--- src/logic/ssnd_defs.svh ---
`ifndef SSND_DEFS_SVH
`define SSND_DEFS_SVH

// register indexes; byte address on the bus is four times the index
`define SSND_IDX_ST0          16'he502
`define SSND_IDX_ST1          16'he503
`define SSND_IDX_EN0          16'he50a
`define SSND_IDX_EN1          16'he50b
`define SSND_IDX_NL_STATE     16'he608
`define SSND_IDX_SIGN         16'he617
`define SSND_IDX_ACCMODE      16'he701
`define SSND_IDX_AP_NOLOAD    16'he908
`define SSND_IDX_VAR_NOLOAD   16'he909

// field positions in the line 0 status and enable registers
`define SSND_BIT_SUMCHG1      9
`define SSND_BIT_SUMCHG2      13
`define SSND_BIT_SUMCHG3      18

// field positions in the line 1 status and enable registers
`define SSND_BIT_TOT_NL       0
`define SSND_BIT_FUND_NL      1

// field positions in the sign register
`define SSND_BIT_SUM1SIGN     3
`define SSND_BIT_SUM2SIGN     7
`define SSND_BIT_SUM3SIGN     8

// field positions in the phase no-load register
`define SSND_LSB_TOT_PHASE    0
`define SSND_LSB_FUND_PHASE   3

// field position of the reactive accumulation mode
`define SSND_LSB_VAR_MODE     2

// reset values and the counter end value
`define SSND_RST_WORD         32'h0000_0000
`define SSND_RST_THR          16'h0000
`define SSND_RST_CNT          16'h0000
`define SSND_CNT_END          16'hffff

`endif

--- src/logic/ssnd_pkg.sv ---
package ssnd_pkg;

   // reactive accumulation mode field
   typedef enum logic [1:0] {
      SSND_VAR_SIGNED,
      SSND_VAR_RESERVED,
      SSND_VAR_BY_ACTIVE,
      SSND_VAR_ABSOLUTE
   } ssnd_var_mode_t;

   typedef logic [2:0]  ssnd_phase_t;
   typedef logic [15:0] ssnd_thr_t;
   typedef logic [31:0] ssnd_word_t;
   typedef logic [17:0] ssnd_addr_t;

endpackage : ssnd_pkg

--- src/logic/ssnd_detect.sv ---
`timescale 1ns/100ps
`default_nettype none
`include "ssnd_defs.svh"

module ssnd_detect (
   input  wire logic               sys_clk,
   input  wire logic               rst_b,
   // avalon-mm slave
   input  wire ssnd_pkg::ssnd_addr_t avs_address,
   input  wire logic               avs_read,
   input  wire logic               avs_write,
   input  wire ssnd_pkg::ssnd_word_t avs_writedata,
   input  wire logic [3:0]         avs_byteenable,
   output var  ssnd_pkg::ssnd_word_t avs_readdata,
   output logic                    avs_waitrequest,
   // pulse datapaths 1..3 (bit 0 is path 1)
   input  wire logic [2:0]         stage1_done,
   input  wire logic [2:0]         stage1_sum_neg,
   input  wire logic [2:0]         pulse_output_pin,
   // per-phase power signs (bit 0 is phase a)
   input  wire logic [2:0]         phase_active_neg,
   input  wire logic [2:0]         phase_reactive_neg,
   // per-phase energy lsb events and no-load time base
   input  wire logic [2:0]         active_lsb,
   input  wire logic [2:0]         reactive_lsb,
   input  wire logic [2:0]         fund_active_lsb,
   input  wire logic [2:0]         fund_reactive_lsb,
   input  wire logic               noload_tick,
   // to the accumulators
   output var  ssnd_pkg::ssnd_phase_t reactive_add_neg,
   output var  ssnd_pkg::ssnd_phase_t total_accum_hold,
   output var  ssnd_pkg::ssnd_phase_t fund_accum_hold,
   // interrupt pins, active low
   output var  logic               interrupt_pin_zero_b,
   output var  logic               interrupt_pin_one_b
);
   import ssnd_pkg::*;

   // byte-lane merge of a write into a stored word
   function automatic ssnd_word_t be_merge(input ssnd_word_t old_v,
                                           input ssnd_word_t new_v,
                                           input logic [3:0] be);
      ssnd_word_t res;
      res = old_v;
      for (int i = 0; i < 4; i++) begin
         if (be[i]) begin
            res[i*8 +: 8] = new_v[i*8 +: 8];
         end
      end
      return res;
   endfunction : be_merge
   // sticky flag: a set in the clearing cycle wins
   function automatic logic flag_upd(input logic cur,
                                     input logic set,
                                     input logic clr);
      return set | (cur & ~clr);
   endfunction : flag_upd

   // no-load state step for one phase
   function automatic logic nl_step(input logic cur,
                                    input logic ena,
                                    input logic lsb_any,
                                    input logic both_expired);
      logic res;
      res = 1'b0;
      if (ena) begin
         if (cur) begin
            res = ~lsb_any;
         end else begin
            res = both_expired & ~lsb_any;
         end
      end
      return res;
   endfunction : nl_step

   // bus handshake
   logic       ack_ff;
   logic       req;
   logic       wr_go;
   logic [15:0] idx;
   ssnd_word_t be_mask;
   // registers
   ssnd_word_t     en0_ff;
   ssnd_word_t     en1_ff;
   ssnd_thr_t      ap_thr_ff;
   ssnd_thr_t      var_thr_ff;
   ssnd_var_mode_t var_mode_ff;
   logic [2:0]     sumchg_ff;        // line 0 flags, path 1..3
   logic [2:0]     sum_sign_ff;      // sign bits, path 1..3
   logic           tot_nl_flag_ff;
   logic           fund_nl_flag_ff;
   ssnd_word_t     readdata_ff;
   // sign tracking
   logic [2:0] last_sign_ff;
   logic [2:0] pend_ff;
   logic [2:0] pend_sign_ff;
   logic [2:0] pin_prev_ff;
   logic [2:0] pin_fall;
   logic [2:0] sumchg_set;
   // no-load detection
   ssnd_thr_t  tot_act_cnt_ff  [3];
   ssnd_thr_t  tot_var_cnt_ff  [3];
   ssnd_thr_t  fund_act_cnt_ff [3];
   ssnd_thr_t  fund_var_cnt_ff [3];
   logic [2:0] tot_nl_ff;
   logic [2:0] fund_nl_ff;
   logic [2:0] nxt_tot_nl;
   logic [2:0] nxt_fund_nl;
   logic       nl_ena;
   // clear strobes from status writes
   ssnd_word_t st0_word;
   ssnd_word_t st1_word;
   ssnd_word_t sign_word;
   ssnd_word_t phnl_word;
   logic       clr_st0;
   logic       clr_st1;
   ssnd_word_t w1c;
   // request decode; one wait cycle then the answer
   assign req             = avs_read | avs_write;
   assign avs_waitrequest = req & ~ack_ff;
   assign wr_go           = avs_write & ack_ff;
   assign idx             = avs_address[17:2];
   assign avs_readdata    = readdata_ff;
   assign clr_st0         = wr_go & (idx == `SSND_IDX_ST0);
   assign clr_st1         = wr_go & (idx == `SSND_IDX_ST1);

   // byte enables expanded to a bit mask for write-one-to-clear
   always_comb begin
      for (int i = 0; i < 4; i++) begin
         be_mask[i*8 +: 8] = {8{avs_byteenable[i]}};
      end
      w1c = avs_writedata & be_mask;
   end

   // acknowledge flop
   always_ff @(posedge sys_clk or negedge rst_b) begin
      if (!rst_b) begin
         ack_ff <= 1'b0;
      end else begin
         ack_ff <= req & ~ack_ff;
      end
   end

   // assembled read words
   always_comb begin
      st0_word                     = `SSND_RST_WORD;
      st0_word[`SSND_BIT_SUMCHG1]  = sumchg_ff[0];
      st0_word[`SSND_BIT_SUMCHG2]  = sumchg_ff[1];
      st0_word[`SSND_BIT_SUMCHG3]  = sumchg_ff[2];
      st1_word                     = `SSND_RST_WORD;
      st1_word[`SSND_BIT_TOT_NL]   = tot_nl_flag_ff;
      st1_word[`SSND_BIT_FUND_NL]  = fund_nl_flag_ff;
      sign_word                    = `SSND_RST_WORD;
      sign_word[`SSND_BIT_SUM1SIGN] = sum_sign_ff[0];
      sign_word[`SSND_BIT_SUM2SIGN] = sum_sign_ff[1];
      sign_word[`SSND_BIT_SUM3SIGN] = sum_sign_ff[2];
      phnl_word                    = `SSND_RST_WORD;
      phnl_word[`SSND_LSB_TOT_PHASE +: 3]  = tot_nl_ff;
      phnl_word[`SSND_LSB_FUND_PHASE +: 3] = fund_nl_ff;
   end

   // read data captured on the first request cycle; unmapped reads zero
   always_ff @(posedge sys_clk or negedge rst_b) begin
      if (!rst_b) begin
         readdata_ff <= `SSND_RST_WORD;
      end else if (avs_read & ~ack_ff) begin
         unique case (idx)
            `SSND_IDX_ST0:        readdata_ff <= st0_word;
            `SSND_IDX_ST1:        readdata_ff <= st1_word;
            `SSND_IDX_EN0:        readdata_ff <= en0_ff;
            `SSND_IDX_EN1:        readdata_ff <= en1_ff;
            `SSND_IDX_NL_STATE:   readdata_ff <= phnl_word;
            `SSND_IDX_SIGN:       readdata_ff <= sign_word;
            `SSND_IDX_ACCMODE:    readdata_ff <= {28'h000_0000, var_mode_ff, 2'h0};
            `SSND_IDX_AP_NOLOAD:  readdata_ff <= {16'h0000, ap_thr_ff};
            `SSND_IDX_VAR_NOLOAD: readdata_ff <= {16'h0000, var_thr_ff};
            default:              readdata_ff <= `SSND_RST_WORD;
         endcase
      end
   end

   // enable registers
   always_ff @(posedge sys_clk or negedge rst_b) begin
      if (!rst_b) begin
         en0_ff <= `SSND_RST_WORD;
         en1_ff <= `SSND_RST_WORD;
      end else if (wr_go) begin
         if (idx == `SSND_IDX_EN0) begin
            en0_ff <= be_merge(en0_ff, avs_writedata, avs_byteenable);
         end
         if (idx == `SSND_IDX_EN1) begin
            en1_ff <= be_merge(en1_ff, avs_writedata, avs_byteenable);
         end
      end
   end

   // no-load thresholds and reactive accumulation mode
   always_ff @(posedge sys_clk or negedge rst_b) begin
      if (!rst_b) begin
         ap_thr_ff   <= `SSND_RST_THR;
         var_thr_ff  <= `SSND_RST_THR;
         var_mode_ff <= SSND_VAR_SIGNED;
      end else if (wr_go) begin
         if (idx == `SSND_IDX_AP_NOLOAD) begin
            ap_thr_ff <= ssnd_thr_t'(be_merge({16'h0000, ap_thr_ff}, avs_writedata,
                                              avs_byteenable));
         end
         if (idx == `SSND_IDX_VAR_NOLOAD) begin
            var_thr_ff <= ssnd_thr_t'(be_merge({16'h0000, var_thr_ff}, avs_writedata,
                                               avs_byteenable));
         end
         if ((idx == `SSND_IDX_ACCMODE) && avs_byteenable[0]) begin
            var_mode_ff <= ssnd_var_mode_t'(avs_writedata[`SSND_LSB_VAR_MODE +: 2]);
         end
      end
   end

   // sign applied when a phase reactive power enters the var-hour sum
   always_ff @(posedge sys_clk or negedge rst_b) begin
      if (!rst_b) begin
         reactive_add_neg <= 3'h0;
      end else begin
         unique case (var_mode_ff)
            SSND_VAR_ABSOLUTE:  reactive_add_neg <= phase_reactive_neg;
            SSND_VAR_BY_ACTIVE: reactive_add_neg <= phase_active_neg;
            SSND_VAR_SIGNED,
            SSND_VAR_RESERVED:  reactive_add_neg <= 3'h0;
         endcase
      end
   end

   // falling edges on the pulse outputs
   always_ff @(posedge sys_clk or negedge rst_b) begin
      if (!rst_b) begin
         pin_prev_ff <= 3'h7;                                      // idle high
      end else begin
         pin_prev_ff <= pulse_output_pin;
      end
   end

   assign pin_fall   = pin_prev_ff & ~pulse_output_pin;
   assign sumchg_set = pin_fall & pend_ff;
   // sign sampled at each first-stage crossing, change held pending
   always_ff @(posedge sys_clk or negedge rst_b) begin
      if (!rst_b) begin
         last_sign_ff <= 3'h0;
         pend_ff      <= 3'h0;
         pend_sign_ff <= 3'h0;
      end else begin
         for (int i = 0; i < 3; i++) begin
            if (sumchg_set[i]) begin
               pend_ff[i] <= 1'b0;
            end
            if (stage1_done[i]) begin
               last_sign_ff[i] <= stage1_sum_neg[i];
               if (stage1_sum_neg[i] != last_sign_ff[i]) begin
                  pend_ff[i]      <= 1'b1;
                  pend_sign_ff[i] <= stage1_sum_neg[i];
               end
            end
         end
      end
   end

   // sign change flags and sign bits, set at the pulse edge
   always_ff @(posedge sys_clk or negedge rst_b) begin
      if (!rst_b) begin
         sumchg_ff   <= 3'h0;
         sum_sign_ff <= 3'h0;
      end else begin
         sumchg_ff[0] <= flag_upd(sumchg_ff[0], sumchg_set[0],
                                  clr_st0 & w1c[`SSND_BIT_SUMCHG1]);
         sumchg_ff[1] <= flag_upd(sumchg_ff[1], sumchg_set[1],
                                  clr_st0 & w1c[`SSND_BIT_SUMCHG2]);
         sumchg_ff[2] <= flag_upd(sumchg_ff[2], sumchg_set[2],
                                  clr_st0 & w1c[`SSND_BIT_SUMCHG3]);
         for (int i = 0; i < 3; i++) begin
            if (sumchg_set[i]) begin
               sum_sign_ff[i] <= pend_sign_ff[i];
            end
         end
      end
   end

   // either threshold at zero disables both detectors
   assign nl_ena = (ap_thr_ff != `SSND_RST_THR) && (var_thr_ff != `SSND_RST_THR);
   // quiet-time counters restart from the threshold on every lsb
   always_ff @(posedge sys_clk or negedge rst_b) begin
      if (!rst_b) begin
         tot_act_cnt_ff  <= '{default: `SSND_RST_CNT};
         tot_var_cnt_ff  <= '{default: `SSND_RST_CNT};
         fund_act_cnt_ff <= '{default: `SSND_RST_CNT};
         fund_var_cnt_ff <= '{default: `SSND_RST_CNT};
      end else begin
         for (int i = 0; i < 3; i++) begin
            if (!nl_ena || active_lsb[i]) begin
               tot_act_cnt_ff[i] <= ap_thr_ff;
            end else if (noload_tick && tot_act_cnt_ff[i] != `SSND_CNT_END) begin
               tot_act_cnt_ff[i] <= tot_act_cnt_ff[i] + 16'h0001;
            end
            if (!nl_ena || reactive_lsb[i]) begin
               tot_var_cnt_ff[i] <= var_thr_ff;
            end else if (noload_tick && tot_var_cnt_ff[i] != `SSND_CNT_END) begin
               tot_var_cnt_ff[i] <= tot_var_cnt_ff[i] + 16'h0001;
            end
            if (!nl_ena || fund_active_lsb[i]) begin
               fund_act_cnt_ff[i] <= ap_thr_ff;
            end else if (noload_tick && fund_act_cnt_ff[i] != `SSND_CNT_END) begin
               fund_act_cnt_ff[i] <= fund_act_cnt_ff[i] + 16'h0001;
            end
            if (!nl_ena || fund_reactive_lsb[i]) begin
               fund_var_cnt_ff[i] <= var_thr_ff;
            end else if (noload_tick && fund_var_cnt_ff[i] != `SSND_CNT_END) begin
               fund_var_cnt_ff[i] <= fund_var_cnt_ff[i] + 16'h0001;
            end
         end
      end
   end

   // next no-load state per phase
   always_comb begin
      for (int i = 0; i < 3; i++) begin
         nxt_tot_nl[i]  = nl_step(tot_nl_ff[i], nl_ena,
                                  active_lsb[i] | reactive_lsb[i],
                                  (tot_act_cnt_ff[i] == `SSND_CNT_END) &&
                                  (tot_var_cnt_ff[i] == `SSND_CNT_END));
         nxt_fund_nl[i] = nl_step(fund_nl_ff[i], nl_ena,
                                  fund_active_lsb[i] | fund_reactive_lsb[i],
                                  (fund_act_cnt_ff[i] == `SSND_CNT_END) &&
                                  (fund_var_cnt_ff[i] == `SSND_CNT_END));
      end
   end

   // per-phase no-load state, shown as indicators and accumulator holds
   always_ff @(posedge sys_clk or negedge rst_b) begin
      if (!rst_b) begin
         tot_nl_ff  <= 3'h0;
         fund_nl_ff <= 3'h0;
      end else begin
         tot_nl_ff  <= nxt_tot_nl;
         fund_nl_ff <= nxt_fund_nl;
      end
   end

   assign total_accum_hold = tot_nl_ff;
   assign fund_accum_hold  = fund_nl_ff;
   // no-load flags set on entry or exit of any phase, whatever the enables
   always_ff @(posedge sys_clk or negedge rst_b) begin
      if (!rst_b) begin
         tot_nl_flag_ff  <= 1'b0;
         fund_nl_flag_ff <= 1'b0;
      end else begin
         tot_nl_flag_ff  <= flag_upd(tot_nl_flag_ff, |(nxt_tot_nl ^ tot_nl_ff),
                                     clr_st1 & w1c[`SSND_BIT_TOT_NL]);
         fund_nl_flag_ff <= flag_upd(fund_nl_flag_ff, |(nxt_fund_nl ^ fund_nl_ff),
                                     clr_st1 & w1c[`SSND_BIT_FUND_NL]);
      end
   end

   // interrupt pins low while any enabled flag stands
   always_ff @(posedge sys_clk or negedge rst_b) begin
      if (!rst_b) begin
         interrupt_pin_zero_b <= 1'b1;
         interrupt_pin_one_b  <= 1'b1;
      end else begin
         interrupt_pin_zero_b <= ~|(st0_word & en0_ff);
         interrupt_pin_one_b  <= ~|(st1_word & en1_ff);
      end
   end

endmodule : ssnd_detect
`default_nettype wire

--- config.mk ---
export PLATFORM = sky130hd
export DESIGN_NAME = ssnd_detect
export DESIGN_NICKNAME = d
export VERILOG_FILES = /design/src/logic/ssnd_pkg.sv /design/src/logic/ssnd_detect.sv
export VERILOG_INCLUDE_DIRS = /design/src /design/src/logic
export SDC_FILE = /design/constraint.sdc
export NUM_CORES = 1
export LEC_CHECK = 0
export ABC_AREA = 1
export BUFFER_PORTS_ARGS = -buffer_cell sky130_fd_sc_hd__clkbuf_2
export CAP_MARGIN = 10
export CORE_UTILIZATION = 40
export DETAILED_ROUTE_END_ITERATION = 7
export GPL_TIMING_DRIVEN = 1
export HOLD_SLACK_MARGIN = 0.06
export SYNTH_ARGS = -nofsm -noshare
export SYNTH_HDL_FRONTEND = slang
export SYNTH_SLANG_ARGS = --single-unit
--- constraint.sdc ---
create_clock -name sys_clk -period 3 [get_ports sys_clk]
set_input_delay 0.15 -clock sys_clk [delete_from_list [all_inputs] [get_ports sys_clk]]
set_output_delay 0.15 -clock sys_clk [all_outputs]
set_load 0.02 [all_outputs]
### After elaboration in Yosys (flattened, before gate mapping)

Cells that the tools add are included.

* flip-flop bits (word level): 354
* bits of input ports: 86
* output and inout port bits: 44
* logic and storage cells: 268

* $add $sub $neg: 12
* eq/ne operators: 39
* mux-type cells: 47
* bitwise logic cells: 53
* reductions and logical operators: 71

Operator list (count)
* $mux 16: 24
* $eq 16x16->1 const B: 21
* $pmux 32 s9: 1
* $add 16x1->16 const B: 12
* $ne 16x16->1 const B: 12
* $reduce_or 32->1: 2
* $reduce_and 3->1: 12
* $and 19x32->32: 1
* $and 2x32->32: 1
* $reduce_bool 16->1: 2
* $reduce_bool 2->1: 12
* $and 1x1->1: 21
* $mux 1: 21
* $logic_and 1x1->1: 20
* $and 19x19->19: 1
* $logic_or 1x1->1: 12
* $not 1->1: 12
* $or 1x1->1: 12
* $pmux 3 s3: 1
* $reduce_and 2->1: 4
* $and 3x3->3: 2
* $reduce_or 3->1: 2
* $xor 3x3->3: 2
* $eq 2x2->1 const B: 2
* other kinds (6): 10

### Longest topological paths before layout

Gate-level depths: netlist of run 1.

* depth after elaboration: 8
* gate-level depth with buffers: 13
* depth with buffers taken out: 12

### Worst setup path after synthesis of run 1

OpenSTA, ideal clock, no wires.

* path type: reg-to-reg
* start point: reg fund_act_cnt_ff[32] (netlist bit)
* end point: reg fund_act_cnt_ff[38] (netlist bit)
* library setup time: 131 ps
* data arrival time: 1541 ps
* data required time: 2869 ps
* setup slack: 1328 ps
* stages on the path, launching flop included: 11
* path buffers: 1
* period minus slack after synthesis: 1672 ps
* cells stage by stage: dfrtp_1 ha_1 nand2_1 nor3_2 inv_2 nor2_1 nor2_2 nor2_4 buf_6 nand2_1 o211ai_1

* longest elaborated chain between the ends: 3
* elaborated cells on any way between the ends: 6
* classes of those cells: add/sub (1); eq/ne (1); mux (2); reduce/logical (2)

RTL lines
* from (decl): line ssnd_detect.sv:103 `ssnd_thr_t fund_act_cnt_ff [3];`
* from (signal, indexed assignment): line ssnd_detect.sv:307 `fund_act_cnt_ff[i] <= ap_thr_ff;`
* from (signal, indexed assignment): line ssnd_detect.sv:309 `fund_act_cnt_ff[i] <= fund_act_cnt_ff[i] + 16'h0001;`
* $add 16x1->16 / $ne 16x16->1 (equally long branches)
* $mux 16 / $logic_and 1x1->1 (equally long branches)
* $mux 16 / $reduce_bool 2->1 (equally long branches)

Parallel ways exist; a longest one is shown, timed or not. The select of a mux whose other input is x is not followed.
A chain may end at the register's enable or synchronous reset.

### Worst setup path in the final report of run 1

* start point: reg var_thr_ff[2]
* end point: reg tot_var_cnt_ff[14] (netlist bit)

* longest elaborated chain between the ends: 5
* elaborated cells on any way between the ends: 6
* classes of those cells: mux (1); reduce/logical (5)

RTL lines
* from (decl): line ssnd_detect.sv:86 `ssnd_thr_t var_thr_ff;`
* from (signal assigned): line ssnd_detect.sv:201 `` var_thr_ff <= `SSND_RST_THR; ``
* from (signal assigned): line ssnd_detect.sv:209 `var_thr_ff <= ssnd_thr_t'(be_merge({16'h0000, var_thr_ff}, avs_writedata,`
* $reduce_bool 16->1 (no line) (*)
* $logic_and 1x1->1 (*): line ssnd_detect.sv:286 `` assign nl_ena = (ap_thr_ff != `SSND_RST_THR) && (var_thr_ff != `SSND_RST_THR); ``
* $logic_not 1->1 (*): line ssnd_detect.sv:301 `if (!nl_ena || reactive_lsb[i]) begin`
* $logic_or 1x1->1 (*): line ssnd_detect.sv:301
* $mux 16 / $reduce_bool 2->1 (equally long branches)
* to (signal, indexed assignment): line ssnd_detect.sv:302 `tot_var_cnt_ff[i] <= var_thr_ff;`
* to (signal, indexed assignment): line ssnd_detect.sv:304 `tot_var_cnt_ff[i] <= tot_var_cnt_ff[i] + 16'h0001;`
* to (decl): line ssnd_detect.sv:102 `ssnd_thr_t tot_var_cnt_ff [3];`

Every way passes the cells marked *; elsewhere a longest branch is shown, timed or not.

==> run metrics, run 1 <==
R2R Path Start=var_thr_ff[2]$_DFFE_PN0P_; hold crit path type=in -> reg; top cells by area, synth=dfrtp_1, nand2_1, nand3_1; area delta synth->final=16.35%; CP Launch Point=var_thr_ff[2]$_DFFE_PN0P_; gr usage total=23.33%; die area=51460 um2; Overall Power=10240 uW; Yosys top cell by area=dfrtp_1; post-route setup slack=388.0 ps; Critical Path Fanout Max=17; R2R setup slack=390 ps; Ys Warns=0; Worst-path clk slew=60 ps; worst rel slew slack=31.89%; fmax=382.9 MHz; leakage=0.01130 uW; post-CTS setup buffer count=0; worst-margin pin slew=1018 ps; initial antenna violation count=1; global-route wire length before repair=93720 um; Worst setup SP type=flop; Multi-input gate area=9842 um2; CP endpoint=tot_var_cnt_ff[14]$_DFFE_PN0P_; number of global-route vias before repair=17460; DR iter-0 viols=1404; maximum capacitance violations=0; routed wire length=57930 um; I/O pins=130; Final Hold Viols=0; sequential fraction of the synthesis area=43.83%; DP HPWL=39350 um; critical path type=reg -> reg; Post-CTS Hold Buffers=78; max layer used=met5; CTS resizes=0; Met2 Routed Length=26300 um; share of the synthesized area in the top cell type=43.18%; met3 WL=3179 um; Final min period=2612 ps; final clock skew=27.93 ps; die width=226.9 um; DRC viols=0; CTS sink count=354; setup violators final=0; nets=2956; crit path cell chain=nor2_1 -> nand2_1 -> nor2_1 -> nand2_2 -> nand2_4 -> nor2_4 -> inv_2 -> nor2_1 -> nand2_1 -> nand3_1; outcome=completed; clk buf depth=3; clock latency on the worst-skew pair=590 ps; Pre-antenna DRT Iters=5; Die Ht=226.9 um; CTS tree=done; fraction of layout cells with a size suffix above 1=12.11%; Antenna diodes=0; wire per inst=16.27 um; Slowest cell on crit path=nor2_1; DRT met1 WL=26490 um; worst vdd ir=0.4256 mV; CP Capture Type=flop; CP max stage delay=810 ps; Critical R2R Capture=tot_var_cnt_ff[14]$_DFFE_PN0P_; largest net degree at the start of global routing=119; Yosys cell types=53; Syn Nets=2757; Synth Area per Inst=7.606 um2; total gr overflow=0; # rows=82; FILL cells=4953; Mapped Cells=2659; I/O Buffers=127; CP required=3510 ps; Max H-tree Level=2; starting density of the core=40.48%; via/cell ratio=5.074; RSZ-0062 raised after global routing=no; setup total negative slack=0 ps; Worst EP arrival=3120 ps; fin. max-slew vios=0; post-place setup slack=408.3 ps; CP dominant cell by count=nor2_1; total CTS buffers=41; post-route antenna net violation count=0; FF+latch area=8865 um2; Power Density=435.3 nW/um2; Seq cells post-synth=354; period utilization=87.07%; Core Area=49970 um2; via count=18070; Post-Syn Area=20220 um2; gpl congestion=0.8861; Clock Root Buffer=clkbuf_16; reg2reg path depth=10
cells in the mapped netlist (all sizes together):
cell type and instances:
nor3 46, o22ai 2, nor2b 1, mux2 1, xor2 96, nand3 250, nor4 2, nor2 221
nand2 1012, a21oi 24, nand4 38, and2 2, dfrtp 349, nor3b 2, o21ai 127, nand3b 6
dfstp 5, clkbuf 14, or2 6, mux2i 1, clkinv 3, buf 83, o21bai 3, a21o 1
inv 215, a22o 2, ha 12, o211ai 80, and3 1, xnor2 49, o31ai 3, a31oi 2
critical path, delay by kind of cell, from the launching register on:
| family | cells | cell delay [ps] |
|---|---|---|
| buf+inv | 1 | 160 |
| flops | 1 | 660 |
| simple gates | 9 | 1710 |
where the power goes:
group | leakage [uW] | switching, uW | internal [uW]
clock network | 0.000652 | 2150 | 2820
registers | 0.00485 | 16.2 | 4810
logic | 0.00580 | 292 | 158
total | 0.0113 | 2450 | 7790
worst min path at each step:
stage	start	depth (start not counted)	end	slack, ps
2_1_floorplan	rst_b	0	ack_ff$_DFF_PN0_	-150
3_3_place_gp	rst_b	1	tot_var_cnt_ff[22]$_DFFE_PN0P_	50
3_5_place_dp	rst_b	1	tot_var_cnt_ff[22]$_DFFE_PN0P_	50
4_1_cts	avs_address[12]	5	var_mode_ff[1]$_DFFE_PN0P_	70
5_1_grt	fund_active_lsb[2]	3	fund_act_cnt_ff[1]$_DFFE_PN0P_	130
6_report	avs_address[12]	5	var_mode_ff[0]$_DFFE_PN0P_	90
final cells by class:
class	count	area share [%]
flip-flops and latches	354	37.67
inverters	218	3.515
multi-input cells	1990	41.83
repair buffers	253	7.795
well taps	672	3.573
clock inverters	14	0.6540
clock buffers	60	4.961
metrics by stage:
| step | area (um2) | hold WS, ps | instances | utilization (%) |
|---|---|---|---|---|
| final | 23530 | 93.75 | 3561 | 47.09 |
| after detailed placement | 21420 | 51.06 | 3409 | 42.87 |
| after floorplan | 20220 | -145.6 | 2659 | - |
| after global placement | 21420 | 47.26 | 3409 | 42.87 |
| after global routing | 23530 | 126.7 | 3561 | 47.09 |
| after CTS | 23530 | 71.34 | 3561 | 47.09 |
flip-flops by register name, summed over array words and instances (netlist names), 16 cells and up:
name and cells:
ap_thr_ff 16, avs_readdata 32, en0_ff 32, en1_ff 32, fund_act_cnt_ff 48, fund_var_cnt_ff 48
tot_act_cnt_ff 48, tot_var_cnt_ff 48, var_thr_ff 16
logic make-up after synthesis:
logic type                 after synthesis  synth area share [%]
AOI/OAI and AO/OA                      244                 7.511
xor gates and xnor gates               145                 6.279
adders and majority gates               12                0.7424
buffers and inverters                  315                 7.548
DFF                                    354                 43.83
muxes                                    2                0.1052
and+or+nand+nor                       1587                 33.98
cells in the final DEF, fill, tap and decap left out, drive strengths merged, types with 38 or more instances in the layout:
cell            n
nand4          38
inv           217
nand3         250
nor3           46
dfrtp         349
dlygate4sd3    77
nor2          221
nand2        1012
o211ai         80
o21ai         127
xnor2          49
xor2           96
clkbuf        186
buf            50
metal layers:
layer  vias to the layer above  global-route usage (%)
li1                       8899                       -
met1                      8590                   31.98
met2                       468                   37.17
met3                       108                   3.667
met4                         2                   8.348
met5                         -                       0
No activity file was read; power rests on OpenSTA's default activity.
==> run 2: changes to the inputs <==
CELL_PAD_IN_SITES_DETAIL_PLACEMENT = 2   (was default)
CELL_PAD_IN_SITES_GLOBAL_PLACEMENT = 2   (was default)
CORE_ASPECT_RATIO = 0.6   (was default)
CORE_UTILIZATION = 39   (was 40)
PLACE_DENSITY_LB_ADDON = 0.1   (was default)
==> run 2 against run 1 <==
Die area is 2.6% higher. Non-clock buffer count is 9 higher. Clock skew is 9.0 ps lower. Sequential share of layout area is 0.084 points lower. Final cell count is 0.81% higher. Worst hold slack worse by 11 ps. Power is 1.7% higher. Register-to-register slack better by 130 ps. Count of clock-buffer cells in the layout is 3 higher. Largest cell class unchanged. Largest power group unchanged.
==> run metrics, run 2 (synthesis gave the netlist of run 1 again) <==
outcome=completed; worst vdd ir=0.3266 mV (-23%); maximum capacitance violations=0 (unchanged); GRT busiest layer=met2; grt met3 use=4.523% (+0.86 points); CP dominant cell by count=nand2_1; routed wire length=80530 um (+39%); fraction of layout cells with a size suffix above 1=12.56% (+0.45 points); post-route setup slack=518.7 ps (+130.7 ps); CP required=3490 ps (-20 ps); CP Capture Type=flop; gr usage total=30.96% (+7.6 points); largest net degree at the start of global routing=81 (-32%); final hold slack=82.52 ps (-11.23 ps); via/cell ratio=5.447 (+7.4%); Core Area=51090 um2 (+2.2%); Int Pwr=7864 uW (+0.96%); fin. max-slew vios=0 (unchanged); I/O Buffers=127 (unchanged); final clock skew=18.90 ps (-9.032 ps); DR iter-0 viols=1023 (-27%); total CTS buffers=40 (-2.4%); Critical Path Fanout Max=14 (-3); Antenna diodes=0 (unchanged); Clock Power Share=48.9% (+0.4 points); via count=19550 (+8.2%); most frequent cells in the layout=nand2_1, dfrtp_1, nand3_1; post-place setup slack=444.6 ps (+36.27 ps); Worst EP arrival=2970 ps (-150 ps); critical path type=reg -> reg; Worst-path clk slew=60 ps (about the same); clk buf depth=3 (unchanged); Switching Share=24.49% (+0.53 points); CP top delay family=simple AND/OR/NAND/NOR gates; I/O pins=130 (unchanged); Slowest cell on crit path=nor2_1; initial antenna violation count=1 (unchanged); gpl congestion=0.8431 (-4.9%); CTS tree=done; CTS resizes=0 (unchanged); global-route wire length before repair=125800 um (+34%); Final min period=2481 ps (-130.7 ps); GRT met1 Usage=42.00% (+10 points); wire per inst=22.43 um (+38%); Die Ht=178.4 um (-21%); setup violators final=0 (unchanged); number of global-route vias before repair=21620 (+24%); total gr overflow=0 (unchanged); leakage=0.01134 uW (+0.38%); Clock Root Buffer=clkbuf_16; post-route antenna net violation count=0 (unchanged); WP buf/inv=1 (unchanged); Final Hold Viols=0 (unchanged); Max H-tree Level=2 (unchanged); sequential power share=46.4% (-0.7 points); Power Density=441.6 nW/um2 (+1.4%); CP max stage delay=950 ps (+140 ps); RSZ-0062 raised after global routing=no; die area=52800 um2 (+2.6%); nets=2964 (+0.27%); fmax=403.0 MHz (+5.3%); Worst setup SP type=flop; worst rel slew slack=19.26% (-13 points); hold crit path type=in -> reg; CTS sink count=354 (unchanged); area delta synth->final=16.60%; die width=296.0 um (+30%); setup total negative slack=0 ps (unchanged); period utilization=82.71% (-4.4 points); Pre-antenna DRT Iters=7 (+2); crit path cell chain=ha_1 -> nand2_1 -> inv_1 -> nand2_1 -> nor2_1 -> nand2_1 -> nand2_1 -> nor2_1 -> nand2_1 -> nand3_1; DP HPWL=54310 um (+38%); worst-margin pin slew=1207 ps (+188.8 ps); DRC viols=0 (unchanged); clock latency on the worst-skew pair=560 ps (-30 ps); most common cell after layout, fill and taps aside=nand2_1; Overall Power=10410 uW (+1.7%); starting density of the core=39.59% (-0.89 points); Logic pwr share=4.7% (+0.3 points); P_sw=2551 uW (+3.9%); # rows=64 (-22%); met2 GRT Util=51.96% (+15 points)
## run 2: changes by cell type in the layout (fill, tap and decap cells not counted), moves of 2 or more
cell           before  now
clkbuf_1           12   14
buf_4              45   62
clkinv_2           11    8
dlygate4sd3_1      77   69
## run 2: final cells by class
type                       count  area, um2
sequential                   354       8865
clock inverter                10      111.4
fill                        5955      27510
timing repair buffer         262       1882
clock buffer                  63       1189
multi-input combinational   1990       9842
tap                          693      867.1
inverter                     218      827.0
## run 2: final timing paths
kind,to,slack (ps),from,cells after the start
hold reg to reg,interrupt_pin_zero_b$_DFF_PN1_,480,en0_ff[9]$_DFFE_PN0P_,1
hold / removal,fund_act_cnt_ff[1]$_DFFE_PN0P_,80,fund_active_lsb[2],3
min in group asynchronous,tot_var_cnt_ff[34]$_DFFE_PN0P_,190,rst_b,2
setup reg to reg,tot_var_cnt_ff[4]$_DFFE_PN0P_,520,tot_var_cnt_ff[0]$_DFFE_PN0P_,10
setup / recovery,tot_var_cnt_ff[4]$_DFFE_PN0P_,520,tot_var_cnt_ff[0]$_DFFE_PN0P_,10
max in group asynchronous,en1_ff[18]$_DFFE_PN0P_,1850,rst_b,3
## run 2: layer usage
layer / up-vias / wire length, um
met5: - / 0
met4: 0 / 1729
met3: 115 / 3528
met2: 397 / 38240
met1: 10130 / 37030
li1: 8911 / -
## run 2: repair_timing
item                                   in CTS  in global routing
hold buffers                               69                  0
buffers inserted                            0                  0
endpoints found under the hold margin     209                  0
## run 2: worst register-to-register path, delay by kind of cell, from the launching register on
| kind | cells | cell delay (ps) |
|---|---|---|
| simple gates | 8 | 1730 |
| flops | 1 | 410 |
| fa+ha+maj | 1 | 230 |
| buf+inv | 1 | 60 |
## run 2: per-stage QoR
step                      util [%]  area (um2)  std cells
after global placement       42.26       21590       3448
after global routing         46.16       23580       3590
after CTS                    46.16       23580       3590
after detailed placement     42.26       21590       3448
final                        46.16       23580       3590
after floorplan                  -       20220       2659
## run 2: power groups by stage
stage               Combinational (uW)  Clock, uW  Sequential, uW
CTS                                479       5140            4830
finish                             485       5100            4830
global placement                   390          0            4910
detailed placement                 405          0            4910
global route                       529       5340            4830
floorplan                          134          0            4910
